## config.mk

```make
export PLATFORM = sky130hd
export DESIGN_NAME = tmr_event_timer
export DESIGN_NICKNAME = d
export VERILOG_FILES = /design/src/verilog/tmr_pkg.sv /design/src/verilog/tmr_sync.sv /design/src/verilog/tmr_cmp_chan.sv /design/src/verilog/tmr_event_timer.sv
export SDC_FILE = /design/constraint.sdc
export NUM_CORES = 1
export LEC_CHECK = 0
export BUFFER_PORTS_ARGS = -buffer_cell sky130_fd_sc_hd__buf_2
export CAP_MARGIN = 20
export CORE_UTILIZATION = 50
export CTS_CLUSTER_DIAMETER = 150
export DETAILED_ROUTE_END_ITERATION = 10
export HOLD_SLACK_MARGIN = 0.03
export PLACE_DENSITY = 0.68
export SYNTH_ARGS = -nofsm -noshare
export SYNTH_HDL_FRONTEND = slang
export SYNTH_HIERARCHICAL = 1
export SYNTH_SLANG_ARGS = --single-unit
```

## constraint.sdc

```tcl
create_clock -name clk_in -period 9.4 [get_ports clk_in]
set_clock_uncertainty 0.1 [all_clocks]
set_input_delay 1.41 -clock clk_in [delete_from_list [all_inputs] [get_ports clk_in]]
set_output_delay 1.41 -clock clk_in [all_outputs]
set_load 0.05 [all_outputs]
```

## src/verilog/tmr_pkg.sv

```systemverilog
// Constants of the 16-bit event timer: register offsets, field positions,
// reset values and event action codes.
// Assumes a byte-wide register port with 8-bit byte offsets.
package tmr_pkg;

    // ------------------------------------------------------------------
    // Register offsets
    // ------------------------------------------------------------------
    localparam logic [7:0] OFS_EVENT_CONTROL    = 8'h09;
    localparam logic [7:0] OFS_INTERRUPT_ENABLE = 8'h0a;
    localparam logic [7:0] OFS_INTERRUPT_FLAGS  = 8'h0b;
    localparam logic [7:0] OFS_DEBUG_CONTROL    = 8'h0e;
    localparam logic [7:0] OFS_SHARED_BYTE      = 8'h0f;
    localparam logic [7:0] OFS_COUNT_VALUE      = 8'h20;
    localparam logic [7:0] OFS_TOP_VALUE        = 8'h26;
    localparam logic [7:0] OFS_COMPARE_BASE     = 8'h28;
    localparam logic [7:0] OFS_COMPARE_STEP     = 8'h02;
    localparam logic [7:0] OFS_HIGH_BYTE        = 8'h01;

    // ------------------------------------------------------------------
    // Field positions
    // ------------------------------------------------------------------
    localparam int POS_COUNT_ON_EVENT  = 0;
    localparam int POS_ACTION_LO       = 1;
    localparam int POS_ACTION_HI       = 2;
    localparam int POS_WRAP            = 0;
    localparam int POS_COMPARE_ZERO    = 4;
    localparam int POS_RUN_WHILE_HALT  = 0;
    localparam logic [7:0] FLAG_MASK   = 8'h71;

    // ------------------------------------------------------------------
    // Reset values
    // ------------------------------------------------------------------
    localparam logic [7:0]  RST_BYTE    = 8'h00;
    localparam logic [15:0] RST_COUNT   = 16'h0000;
    localparam logic [15:0] RST_TOP     = 16'hffff;
    localparam logic [15:0] RST_COMPARE = 16'h0000;

    // ------------------------------------------------------------------
    // Event actions
    // ------------------------------------------------------------------
    localparam logic [1:0] ACTION_RISING_EDGE      = 2'h0;
    localparam logic [1:0] ACTION_BOTH_EDGES       = 2'h1;
    localparam logic [1:0] ACTION_HIGH_LEVEL_GATE  = 2'h2;
    localparam logic [1:0] ACTION_DIRECTION_CONTROL = 2'h3;

endpackage

```

## src/verilog/tmr_sync.sv

```systemverilog
// Two-stage synchroniser for levels arriving from outside the clock domain.
// Assumes an active-low asynchronous reset already released synchronously.
`timescale 1ns/1ns
module tmr_sync #(
    parameter int WIDTH = 1
) (
    input  wire logic             clk_in,
    input  wire logic             rst_n_in,
    input  wire logic [WIDTH-1:0] async_in,
    output logic      [WIDTH-1:0] sync_out
);
    logic [WIDTH-1:0] stage_reg;

    always_ff @(posedge clk_in or negedge rst_n_in) begin
        if (!rst_n_in) begin
            stage_reg <= '0;
            sync_out  <= '0;
        end else begin
            stage_reg <= async_in;
            sync_out  <= stage_reg;
        end
    end
endmodule

```

## src/verilog/tmr_cmp_chan.sv

```systemverilog
// One compare channel: 16-bit compare value and equality against the count.
// Assumes the caller assembles the 16-bit write from the shared byte latch.
`timescale 1ns/1ns
module tmr_cmp_chan (
    input  wire logic        clk_in,
    input  wire logic        rst_n_in,
    input  wire logic        load_in,
    input  wire logic [15:0] load_value_in,
    input  wire logic [15:0] count_in,
    output logic      [15:0] compare_out,
    output logic             match_out
);
    always_ff @(posedge clk_in or negedge rst_n_in) begin
        if (!rst_n_in) begin
            compare_out <= tmr_pkg::RST_COMPARE;
        end else if (load_in) begin
            compare_out <= load_value_in;
        end
    end

    assign match_out = (count_in == compare_out);
endmodule

```

## src/verilog/tmr_event_timer.sv

```systemverilog
// 16-bit timer/counter register slice: event counting, compare and wrap
// flags, debug halt, shared byte latch for 16-bit access.
// Assumes a byte-wide register port with one-cycle read/write strobes.
//
// Contract
// RULE1: Action 0 advances the counter once per rising event edge.
// RULE2: Action 1 advances the counter once per event edge, either way.
// RULE3: Action 2 counts on prescaled ticks only while event is high.
// RULE4: Action 3 counts ticks, up when event low, down when high.
// RULE5: Bit 0 of event control gates event counting on or off.
// RULE6: Interrupt enable bits 4..6 enable compare interrupts of channels 0..2.
// RULE7: Interrupt enable bit 0 enables the wrap interrupt.
// RULE8: Compare flag n sets whenever count equals compare n; bits 4..6.
// RULE9: Wrap flag bit 0 sets on reaching top or bottom.
// RULE10: Flags never clear by hardware; writing one clears only that bit.
// RULE11: Without run-while-halted, debug break halts counter and ignores events.
// RULE12: One 8-bit shared byte latch at 0x0f, read and write.
// RULE13: 16-bit registers: low byte at offset, high byte at offset plus one.
// RULE14: Bus write to the counter wins over an internal count update.
// RULE15: Counter at 0x20 resets to zero, fully read and write.
// RULE16: Top value register at 0x26 resets to 0xffff.
// RULE17: Low write goes to latch, high write commits; low read latches high.
// RULE18: Interrupt asserts while any flag and its enable are both set.
`timescale 1ns/1ns
module tmr_event_timer #(
    parameter int CHANNELS = 3
) (
    input  wire logic       clk_in,
    input  wire logic       reset_n_in,
    input  wire logic [7:0] bus_addr_in,
    input  wire logic [7:0] bus_wdata_in,
    input  wire logic       bus_write_in,
    input  wire logic       bus_read_in,
    output logic      [7:0] bus_rdata_out,
    input  wire logic       count_enable_in,
    input  wire logic       prescale_tick_in,
    input  wire logic       event_in,
    input  wire logic       debug_halt_in,
    output logic      [15:0] count_out,
    output logic            irq_out
);
    // ------------------------------------------------------------------
    // Reset release
    // ------------------------------------------------------------------
    logic rst_meta_reg;
    logic rst_n;

    always_ff @(posedge clk_in or negedge reset_n_in) begin
        if (!reset_n_in) begin
            rst_meta_reg <= 1'b0;
            rst_n        <= 1'b0;
        end else begin
            rst_meta_reg <= 1'b1;
            rst_n        <= rst_meta_reg;
        end
    end

    // ------------------------------------------------------------------
    // Registers
    // ------------------------------------------------------------------
    logic [7:0]  event_control_reg;
    logic [7:0]  interrupt_enable_reg;
    logic [7:0]  interrupt_flags_reg;
    logic [7:0]  interrupt_flags_next;
    logic [7:0]  debug_control_reg;
    logic [7:0]  shared_byte_reg;
    logic [7:0]  shared_byte_next;
    logic [15:0] count_value_reg;
    logic [15:0] count_value_next;
    logic [15:0] top_value_reg;
    logic [7:0]  rdata_next;
    logic        event_prev_reg;
    logic        event_sync;

    logic [15:0] compare_value [CHANNELS];
    logic [CHANNELS-1:0] compare_match;
    logic [CHANNELS-1:0] compare_load;
    logic [CHANNELS-1:0] compare_lo_hit;
    logic [CHANNELS-1:0] compare_hi_hit;

    // ------------------------------------------------------------------
    // Event input synchroniser
    // ------------------------------------------------------------------
    tmr_sync #(
        .WIDTH (1)
    ) u_event_sync (
        .clk_in   (clk_in),
        .rst_n_in (rst_n),
        .async_in (event_in),
        .sync_out (event_sync)
    );

    // ------------------------------------------------------------------
    // Address decode
    // ------------------------------------------------------------------
    wire wr_event_control = bus_write_in && (bus_addr_in == tmr_pkg::OFS_EVENT_CONTROL);
    wire wr_int_enable    = bus_write_in && (bus_addr_in == tmr_pkg::OFS_INTERRUPT_ENABLE);
    wire wr_int_flags     = bus_write_in && (bus_addr_in == tmr_pkg::OFS_INTERRUPT_FLAGS);
    wire wr_debug_control = bus_write_in && (bus_addr_in == tmr_pkg::OFS_DEBUG_CONTROL);
    wire wr_shared_byte   = bus_write_in && (bus_addr_in == tmr_pkg::OFS_SHARED_BYTE); // RULE12

    wire cnt_lo_hit = (bus_addr_in == tmr_pkg::OFS_COUNT_VALUE);
    wire cnt_hi_hit = (bus_addr_in == (tmr_pkg::OFS_COUNT_VALUE + tmr_pkg::OFS_HIGH_BYTE));
    wire top_lo_hit = (bus_addr_in == tmr_pkg::OFS_TOP_VALUE);
    wire top_hi_hit = (bus_addr_in == (tmr_pkg::OFS_TOP_VALUE + tmr_pkg::OFS_HIGH_BYTE));

    genvar gi;
    generate
        for (gi = 0; gi < CHANNELS; gi++) begin : g_cmp
            localparam logic [7:0] CMP_OFS = tmr_pkg::OFS_COMPARE_BASE
                                           + 8'(gi) * tmr_pkg::OFS_COMPARE_STEP;
            assign compare_lo_hit[gi] = (bus_addr_in == CMP_OFS);
            assign compare_hi_hit[gi] = (bus_addr_in == (CMP_OFS + tmr_pkg::OFS_HIGH_BYTE));
            assign compare_load[gi]   = bus_write_in && compare_hi_hit[gi]; // RULE17

            tmr_cmp_chan u_cmp (
                .clk_in        (clk_in),
                .rst_n_in      (rst_n),
                .load_in       (compare_load[gi]),
                .load_value_in ({bus_wdata_in, shared_byte_reg}),
                .count_in      (count_value_reg),
                .compare_out   (compare_value[gi]),
                .match_out     (compare_match[gi])
            );
        end
    endgenerate

    // Any low byte of a 16-bit register and the high byte that pairs with it
    wire        wide_lo_hit = cnt_lo_hit || top_lo_hit || (|compare_lo_hit); // RULE13
    wire        wide_hi_hit = cnt_hi_hit || top_hi_hit || (|compare_hi_hit); // RULE13
    wire        wr_cnt_hi   = bus_write_in && cnt_hi_hit;
    wire        wr_top_hi   = bus_write_in && top_hi_hit;
    wire [15:0] wide_value  = {bus_wdata_in, shared_byte_reg}; // RULE17

    logic [7:0] wide_hi_byte;
    always_comb begin
        wide_hi_byte = 8'h00;
        if (cnt_lo_hit) begin
            wide_hi_byte = count_value_reg[15:8];
        end else if (top_lo_hit) begin
            wide_hi_byte = top_value_reg[15:8];
        end
        for (int i = 0; i < CHANNELS; i++) begin
            if (compare_lo_hit[i]) begin
                wide_hi_byte = compare_value[i][15:8];
            end
        end
    end

    // ------------------------------------------------------------------
    // Count control
    // ------------------------------------------------------------------
    wire       count_on_event = event_control_reg[tmr_pkg::POS_COUNT_ON_EVENT];
    wire [1:0] event_action_select =
        event_control_reg[tmr_pkg::POS_ACTION_HI:tmr_pkg::POS_ACTION_LO];
    wire run_while_halted = debug_control_reg[tmr_pkg::POS_RUN_WHILE_HALT];
    wire halted           = debug_halt_in && !run_while_halted; // RULE11
    wire event_rise       = event_sync && !event_prev_reg;
    wire event_edge       = event_sync ^ event_prev_reg;

    logic step;
    logic count_down;
    always_comb begin
        step       = prescale_tick_in;
        count_down = 1'b0;
        if (count_on_event) begin // RULE5
            unique case (event_action_select)
                tmr_pkg::ACTION_RISING_EDGE: begin
                    step = event_rise; // RULE1
                end
                tmr_pkg::ACTION_BOTH_EDGES: begin
                    step = event_edge; // RULE2
                end
                tmr_pkg::ACTION_HIGH_LEVEL_GATE: begin
                    step = prescale_tick_in && event_sync; // RULE3
                end
                tmr_pkg::ACTION_DIRECTION_CONTROL: begin
                    step       = prescale_tick_in; // RULE4
                    count_down = event_sync; // RULE4
                end
            endcase
        end
    end

    wire advance   = count_enable_in && step && !halted; // RULE11
    wire at_top    = !count_down && (count_value_reg == top_value_reg);
    wire at_bottom = count_down && (count_value_reg == 16'h0000);
    wire wrap_set  = advance && (at_top || at_bottom); // RULE9

    logic [15:0] count_step;
    always_comb begin
        if (at_top) begin
            count_step = 16'h0000;
        end else if (at_bottom) begin
            count_step = top_value_reg;
        end else if (count_down) begin
            count_step = count_value_reg - 16'h0001;
        end else begin
            count_step = count_value_reg + 16'h0001;
        end
    end

    always_comb begin
        if (wr_cnt_hi) begin
            count_value_next = wide_value; // RULE14
        end else if (advance) begin
            count_value_next = count_step;
        end else begin
            count_value_next = count_value_reg;
        end
    end

    // ------------------------------------------------------------------
    // Flags, shared byte and read data
    // ------------------------------------------------------------------
    logic [7:0] flag_set;
    always_comb begin
        flag_set = 8'h00;
        flag_set[tmr_pkg::POS_WRAP] = wrap_set; // RULE9
        for (int i = 0; i < CHANNELS; i++) begin
            flag_set[tmr_pkg::POS_COMPARE_ZERO + i] = compare_match[i]; // RULE8
        end
    end

    wire [7:0] flag_clear = wr_int_flags ? bus_wdata_in : 8'h00;
    // Set beats a clear in the same cycle
    assign interrupt_flags_next = (flag_set | (interrupt_flags_reg & ~flag_clear))
                                & tmr_pkg::FLAG_MASK; // RULE10

    always_comb begin
        shared_byte_next = shared_byte_reg;
        if (wr_shared_byte || (bus_write_in && wide_lo_hit)) begin
            shared_byte_next = bus_wdata_in; // RULE17
        end else if (bus_read_in && wide_lo_hit) begin
            shared_byte_next = wide_hi_byte; // RULE17
        end
    end

    always_comb begin
        rdata_next = 8'h00;
        if (bus_read_in) begin
            if (bus_addr_in == tmr_pkg::OFS_EVENT_CONTROL) begin
                rdata_next = event_control_reg;
            end else if (bus_addr_in == tmr_pkg::OFS_INTERRUPT_ENABLE) begin
                rdata_next = interrupt_enable_reg;
            end else if (bus_addr_in == tmr_pkg::OFS_INTERRUPT_FLAGS) begin
                rdata_next = interrupt_flags_reg;
            end else if (bus_addr_in == tmr_pkg::OFS_DEBUG_CONTROL) begin
                rdata_next = debug_control_reg;
            end else if (bus_addr_in == tmr_pkg::OFS_SHARED_BYTE || wide_hi_hit) begin
                rdata_next = shared_byte_reg; // RULE17
            end else if (cnt_lo_hit) begin
                rdata_next = count_value_reg[7:0];
            end else if (top_lo_hit) begin
                rdata_next = top_value_reg[7:0];
            end else begin
                for (int i = 0; i < CHANNELS; i++) begin
                    if (compare_lo_hit[i]) begin
                        rdata_next = compare_value[i][7:0];
                    end
                end
            end
        end
    end

    // ------------------------------------------------------------------
    // State
    // ------------------------------------------------------------------
    always_ff @(posedge clk_in or negedge rst_n) begin
        if (!rst_n) begin
            event_control_reg    <= tmr_pkg::RST_BYTE;
            interrupt_enable_reg <= tmr_pkg::RST_BYTE;
            interrupt_flags_reg  <= tmr_pkg::RST_BYTE;
            debug_control_reg    <= tmr_pkg::RST_BYTE;
            shared_byte_reg      <= tmr_pkg::RST_BYTE;
            count_value_reg      <= tmr_pkg::RST_COUNT; // RULE15
            top_value_reg        <= tmr_pkg::RST_TOP; // RULE16
            event_prev_reg       <= 1'b0;
            bus_rdata_out        <= 8'h00;
        end else begin
            if (wr_event_control) event_control_reg <= bus_wdata_in & 8'h07;
            if (wr_int_enable) interrupt_enable_reg <= bus_wdata_in & tmr_pkg::FLAG_MASK; // RULE6
            if (wr_debug_control) debug_control_reg <= bus_wdata_in & 8'h01;
            if (wr_top_hi) top_value_reg <= wide_value; // RULE16
            interrupt_flags_reg <= interrupt_flags_next;
            shared_byte_reg     <= shared_byte_next;
            count_value_reg     <= count_value_next;
            // Edges seen during a halt are swallowed, not replayed later
            event_prev_reg      <= event_sync;
            bus_rdata_out       <= rdata_next;
        end
    end

    assign count_out = count_value_reg;
    assign irq_out   = |(interrupt_flags_reg & interrupt_enable_reg); // RULE18 RULE7

    wire no_bus_cnt = !wr_cnt_hi;
endmodule

```

==> results of run 1 <==
## cells in the mapped netlist (10+ instances only)
master    instances
clkbuf_1         19
a21oi_1          44
ha_1             14
nand3_1          30
nor2_1           39
nand2_1          34
dfrtp_1          97
dfstp_2          16
nor2b_1          16
o21ai_0          31
and3_1           12
mux2_4           30
o22ai_1          11
xor2_1           13
a211oi_1         10
nand2b_1         10
mux2_2           43
xnor2_1          65
mux2i_1          15
nand4_1          17
nor3_1           11
## logic make-up (layout without fill, tap and decap cells)
| logic type | Yosys count | in the layout | synth area share |
|---|---|---|---|
| buf+inv | 44 | 95 | 0.0313 |
| fa+ha+maj | 15 | 15 | 0.0268 |
| mux | 88 | 88 | 0.149 |
| flops | 113 | 113 | 0.391 |
| simple gates | 207 | 207 | 0.156 |
| other cells | 1 | 1 | 0.000515 |
| compound gates | 168 | 168 | 0.152 |
| xor+xnor | 78 | 78 | 0.0938 |
## per-layer routing
metal | up-vias | GRT usage
met3 | 47 | 0.0660
met2 | 298 | 0.498
li1 | 2737 | -
met1 | 3028 | 0.435
met4 | 0 | 0.138
met5 | - | 0
## critical path, delay by kind of cell
family / cells / cell delay (ns)
muxes: 1 / 0.43
and+or+nand+nor: 3 / 1.54
buffers and inverters: 1 / 0.53
## final cells by class
| type | count | area, µm² |
|---|---|---|
| timing repair buffer | 54 | 317 |
| tap | 180 | 225 |
| sequential | 113 | 2850 |
| multi-input combinational | 557 | 4220 |
| clock buffer | 19 | 443 |
| fill | 1166 | 5810 |
| clock inverter | 13 | 138 |
| inverter | 9 | 33.8 |
## worst paths after layout
check | from | to | slack [ns] | cells past startpoint
max reg2reg | event_control_reg[0]$_DFFE_PN0P_ | count_out[11]$_DFFE_PN0P_ | 5.80 | 10
min reg2reg | rst_n$_DFF_PN0_ | u_event_sync/sync_out$_DFF_PN0_ | 0.16 | 0
min | rst_n$_DFF_PN0_ | u_event_sync/sync_out$_DFF_PN0_ | 0.16 | 0
max | bus_addr_in[3] | g_cmp[0].u_cmp/compare_out[1]$_DFFE_PN0P_ | 5.67 | 5
min in group clk_in | rst_meta_reg$_DFF_PN0_ | rst_n$_DFF_PN0_ | 0.25 | 0
max in group asynchronous | rst_n$_DFF_PN0_ | top_value_reg[11]$_DFFE_PN1P_ | 8.07 | 2
## per-stage QoR
stage,std cells,total power [mW]
6_report,945,1.74
5_1_grt,945,1.81
4_1_cts,942,1.74
3_5_place_dp,910,1.10
3_3_place_gp,910,1.09
2_1_floorplan,714,0.946
## power by group through the flow
| stage | logic, mW | registers, mW | clock network [mW] |
|---|---|---|---|
| final | 0.441 | 0.667 | 0.633 |
| after global routing | 0.477 | 0.670 | 0.661 |
| after CTS | 0.440 | 0.660 | 0.640 |
| after detailed placement | 0.435 | 0.667 | 0 |
| after global placement | 0.428 | 0.666 | 0 |
| after floorplan | 0.269 | 0.677 | 0 |
## layout by cell type, fill, tap and decap left out, drive strengths merged, types with 4 or more instances in the layout
cell / instances
a211oi: 10
a31oi: 5
a21o: 8
nor2: 40
clkbuf: 19
buf: 54
a22oi: 7
o22ai: 11
nand4: 17
a221oi: 6
xor2: 13
nor4: 12
xnor2: 65
dfrtp: 97
inv: 10
mux2i: 15
nand3b: 6
clkinv: 7
nand3: 30
or3: 5
dfstp: 16
a221o: 5
o21a: 7
o21ai: 32
nor2b: 16
nand2b: 10
a21oi: 44
mux2: 73
a211o: 4
o31ai: 9
ha: 14
nand2: 34
and3: 12
nor3: 12
==> results.md, run 1 <==
* Post-Syn Area at 7280 µm²
* Crit path capture type: flop
* Die span in x at 123 µm
* Largest net degree at the start of global routing at 82
* Die Y at 123 µm
* Startpoint Class: primary input
* WL/cell at 24.1 µm
* Actual slew at the worst max-slew pin at approximately 1.1 ns
* Vias in the first global route at ~6100
* Initial Util at 0.519
* Final ANT Viol Nets at 0
* Layout cells sized above 1 at 0.244
* DRC at 0
* P_int at 1.10 mW
* Io pins at 49
* RSZ-0062 raised after global routing: no
* Pre-CTS setup slack at 5.28 ns
* NetSw at around 0.64 mW
* Net Count, Synth at 753
* CTS Hold Bufs at 0
* CP Class: in -> reg
* Initial antenna violation count at 0
* Core Region at 14000 µm²
* Yosys warning total at 6
* Post-synth EDFFs at 0
* Pwr Density at 212 nW/µm²
* Root Buffer: clkbuf_16
* Grt ovf at 0
* Final WL at ~23000 µm
* CP peak stage delay at 0.92 ns
* H-tree Lvls at 4
* Fin worst setup slack at 5.67 ns
* Final number of setup-violating endpoints at 0
* Met1 WL at 9710 µm
* Register share of total power at 0.383
* Gr usage total at 0.322
* Post-synth ARST share at 1.00
* Comb power frac at 0.254
* Tcrit/Tclk final at 0.397
* Worst-Skew Late Latency at 0.42 ns
* Fin util at 0.586
* Reg clk slew, reported paths at 0.06 ns
* Final Max Slew Viols at 0
* Clock Tree Buf Depth at 2
* Crit path max fanout at 36
* Max reg flops at 48
* Ant diodes at 0
* Std cell rows at 43
* Sw Ratio at 0.365
* Hold WS at 0.158 ns
* Min-Delay Path Class: reg -> async
* Max-slew headroom at 0.270
* CP cell instances: buf_2 > nand2b_1 > nor2_1 > and3_1 > mux2_2
* Maximum vdd ir drop at 166 µV
* Arr. time, crit path at 3.93 ns
* Clock share of power at 0.363
* Post-CTS setup repair buffer count at 0
* Number of CTS-inserted buffers at 17
* DR top layer: met4
* DP HPWL at 16400 µm
* Post-Synthesis Cells at 714
* Placer Congestion at 0.976
* WL met2 at 10500 µm
* Layout area overhead at 13.0%
* Dominant synthesized flop cell: dfrtp_1
* Status: complete, no violations
* Max Cap Viol at 0
* Max stage delay cell, worst path: and3_1
* Final instance area at 8230 µm²
* Die Footprint at between 15000 and 20000 µm²
* Top cells by area, synth: dfrtp_1, xnor2_1, mux2_2
* DR WL met3 at approximately 1900 µm
* Vias at approximately 6000
* Global-route wire length before repair at about 35000 µm
* Number of gates resized after CTS at 0
* F_max at 268 MHz
* Minimum clock period at 3.73 ns
* DP Area at between 7000 and 8000 µm²
* DR vias/cell at between 6 and 7
* IO buf count at 48
* Nets at around 790
* Final Hold Viols at 0
* TNS Setup at 0 ns
* Top cell type's share of synthesized area at 0.333
* Leak at around 3.6 nW
* Pre-Repair DR Iteration Count at 5
* Avg Cell Area, Syn at 10.2 µm²
* Area leader, netlist: dfrtp_1
* Initial DRC count at 600
* Post-synth cell types at 64
* WP data required at 9.60 ns
* Yosys reg bits at approximately 110
* Post-synthesis sequential area ratio at 0.391
* CTS tree: yes
* Clock sinks at 113
Note: power is estimated with default switching activity, not from simulation.
==> inputs of run 2 (changes only) <==
--- a/config.mk
+++ b/config.mk
@@ -11,7 +11,7 @@
 export CTS_CLUSTER_DIAMETER = 150
 export DETAILED_ROUTE_END_ITERATION = 10
 export HOLD_SLACK_MARGIN = 0.03
-export PLACE_DENSITY = 0.68
+export PLACE_DENSITY = 0.71
 export SYNTH_ARGS = -nofsm -noshare
 export SYNTH_HDL_FRONTEND = slang
 export SYNTH_HIERARCHICAL = 1
==> constraint.sdc (replaced) <==
create_clock -name clk_in -period 3.4 [get_ports clk_in]
set_clock_uncertainty 0.1 [all_clocks]
set_input_delay 0.51 -clock clk_in [delete_from_list [all_inputs] [get_ports clk_in]]
set_output_delay 0.51 -clock clk_in [all_outputs]
set_load 0.05 [all_outputs]
==> run 2 against run 1 <==
Effect of this change: critical path type is now reg -> reg; register-to-register slack worse by 5.6 ns; core utilization is 1.5 points higher; largest cell class unchanged; largest power group is now the clock network; highest routed layer is now met5; critical endpoint is now count_out[11]$_DFFE_PN0P_; critical path depth is 5 higher; sequential share of layout area is 0.84 points lower.
==> results.md, run 2 (synthesis gave the netlist of run 1 again) <==
* Actual slew at the worst max-slew pin at 1.00 ns
* Final WL at between 20000 and 25000 µm
* Crit path capture type: flop
* TNS Setup at 0 ns
* DP HPWL at 16500 µm
* Fin util at 0.601
* Reg clk slew, reported paths at ~0.050 ns
* Leak at about 3.8 nW
* RSZ-0062 raised after global routing: no
* Ant diodes at 0
* Grt ovf at 0
* Nets at 819
* Pre-Repair DR Iteration Count at 6
* Io pins at 49
* Std cell rows at 43
* Initial DRC count at 519
* Die Footprint at 15100 µm²
* DR vias/cell at between 6 and 7
* IO buf count at 48
* CP top delay family: compound AO/OA/AOI/OAI gates
* Placed cells at 940
* Core Region at 14000 µm²
* Initial Util at 0.519
* Tcrit/Tclk final at 0.928
* Vias in the first global route at 6196
* DRC at 0
* Pwr Density at 587 nW/µm²
* Gr usage total at 0.319
* Layout cells sized above 1 at 0.269
* CP cell instances: nand4_1 > inv_2 > ha_1 > a2111oi_0 > nor3_1 > a21oi_1 > o21ai_0 > xor2_1 > mux2_2 > a221o_1
* Worst-Skew Late Latency at 0.42 ns
* Max stage delay cell, worst path: a2111oi_0
* Initial antenna violation count at 1
* Hold_sp: event_in
* Final number of setup-violating endpoints at 0
* Placer Congestion at about 0.98
* RR Startpoint: u_event_sync/sync_out$_DFF_PN0_
* Final Hold Viols at 0
* Die Y at 123 µm
* Clock Tree Buf Depth at 2
* Min-Delay Path Class: in -> reg
* Fin worst setup slack at 0.245 ns
* CP Buf/Inv Count at 1
* Largest net degree at the start of global routing at 53
* Most common cell after layout, fill and taps aside: dfrtp_1
* F_max at roughly 320 MHz
* Max Cap Viol at 0
* Number of CTS-inserted buffers at 17
* Crit path max fanout at 8
* Origin of the worst setup path: u_event_sync/sync_out$_DFF_PN0_
* Max-slew headroom at 0.331
* CTS tree: yes
* CP peak stage delay at roughly 0.45 ns
* Global-route wire length before repair at 35100 µm
* Clock sinks at 113
* Vias at 6345
* R2R Setup Slk at roughly 0.25 ns
* Die span in x at 123 µm
* Root Buffer: clkbuf_16
* Minimum clock period at 3.15 ns
* Final Max Slew Viols at 0
* Pre-CTS setup slack at 0.217 ns
* Layout area overhead at 15.8%
* WP data required at approximately 3.6 ns
* Final cell count without fillers at 973
* WL/cell at 23.5 µm
* Max reg flops at between 40 and 50
* Maximum vdd ir drop at 415 µV
* Status: complete, no violations
* H-tree Lvls at 4
* Final ANT Viol Nets at 0
* Startpoint Class: flop
* Arr. time, crit path at 3.36 ns
* Most frequent cells in the layout: dfrtp_1, xnor2_1, buf_2, a21oi_1, mux2_2
* CP Class: reg -> reg
## run 2: final timing paths
| path | to | cells past startpoint |
|---|---|---|
| max | count_out[11]$_DFFE_PN0P_ | 10 |
| min | u_event_sync/stage_reg$_DFF_PN0_ | 1 |
| max reg2reg | count_out[11]$_DFFE_PN0P_ | 10 |
| min reg2reg | rst_n$_DFF_PN0_ | 0 |
| max in group asynchronous | bus_rdata_out[5]$_DFF_PN0_ | 1 |
| min in group asynchronous | debug_control_reg[0]$_DFFE_PN0P_ | 0 |
## run 2: layout make-up
class                           count  area, µm²
Tap cell                          180        225
Sequential cell                   113       2850
Inverter                            9       33.8
Multi-Input combinational cell    557       4220
Clock buffer                       21        450
Clock inverter                     11        140
Fill cell                        1149       5610
Timing Repair Buffer               82        510
## run 2: power breakdown
part	internal [mW]	total [mW]	leakage [nW]	switching, mW
registers	1.47	1.71	1.47	0.243
clock network	1.16	1.80	0.279	0.642
logic	0.549	1.43	2.03	0.883
total	3.18	4.95	3.77	1.77
## run 2: metrics by stage
stage	hold WS, ns	instance area (µm²)	power (mW)
2_1_floorplan	0.114	7280	2.62
3_3_place_gp	0.195	7840	3.08
3_5_place_dp	0.199	7840	3.12
4_1_cts	0.0807	8440	4.92
5_1_grt	0.0754	8440	5.11
6_report	0.0899	8440	4.95
## run 2: what timing repair did
item	CTS	global route
resized for setup	0	1
endpoints found under the hold margin	2	0
hold buffers	1	0
setup buffers	0	0
endpoints found under the setup margin	0	2
## run 2: routing by layer
metal,global-route usage,vias to the layer above,wire length (µm)
met3,0.0976,73,2110
met4,0.162,2,972
met1,0.413,3128,9590
met2,0.479,359,10200
met5,0,-,13
li1,-,2783,-
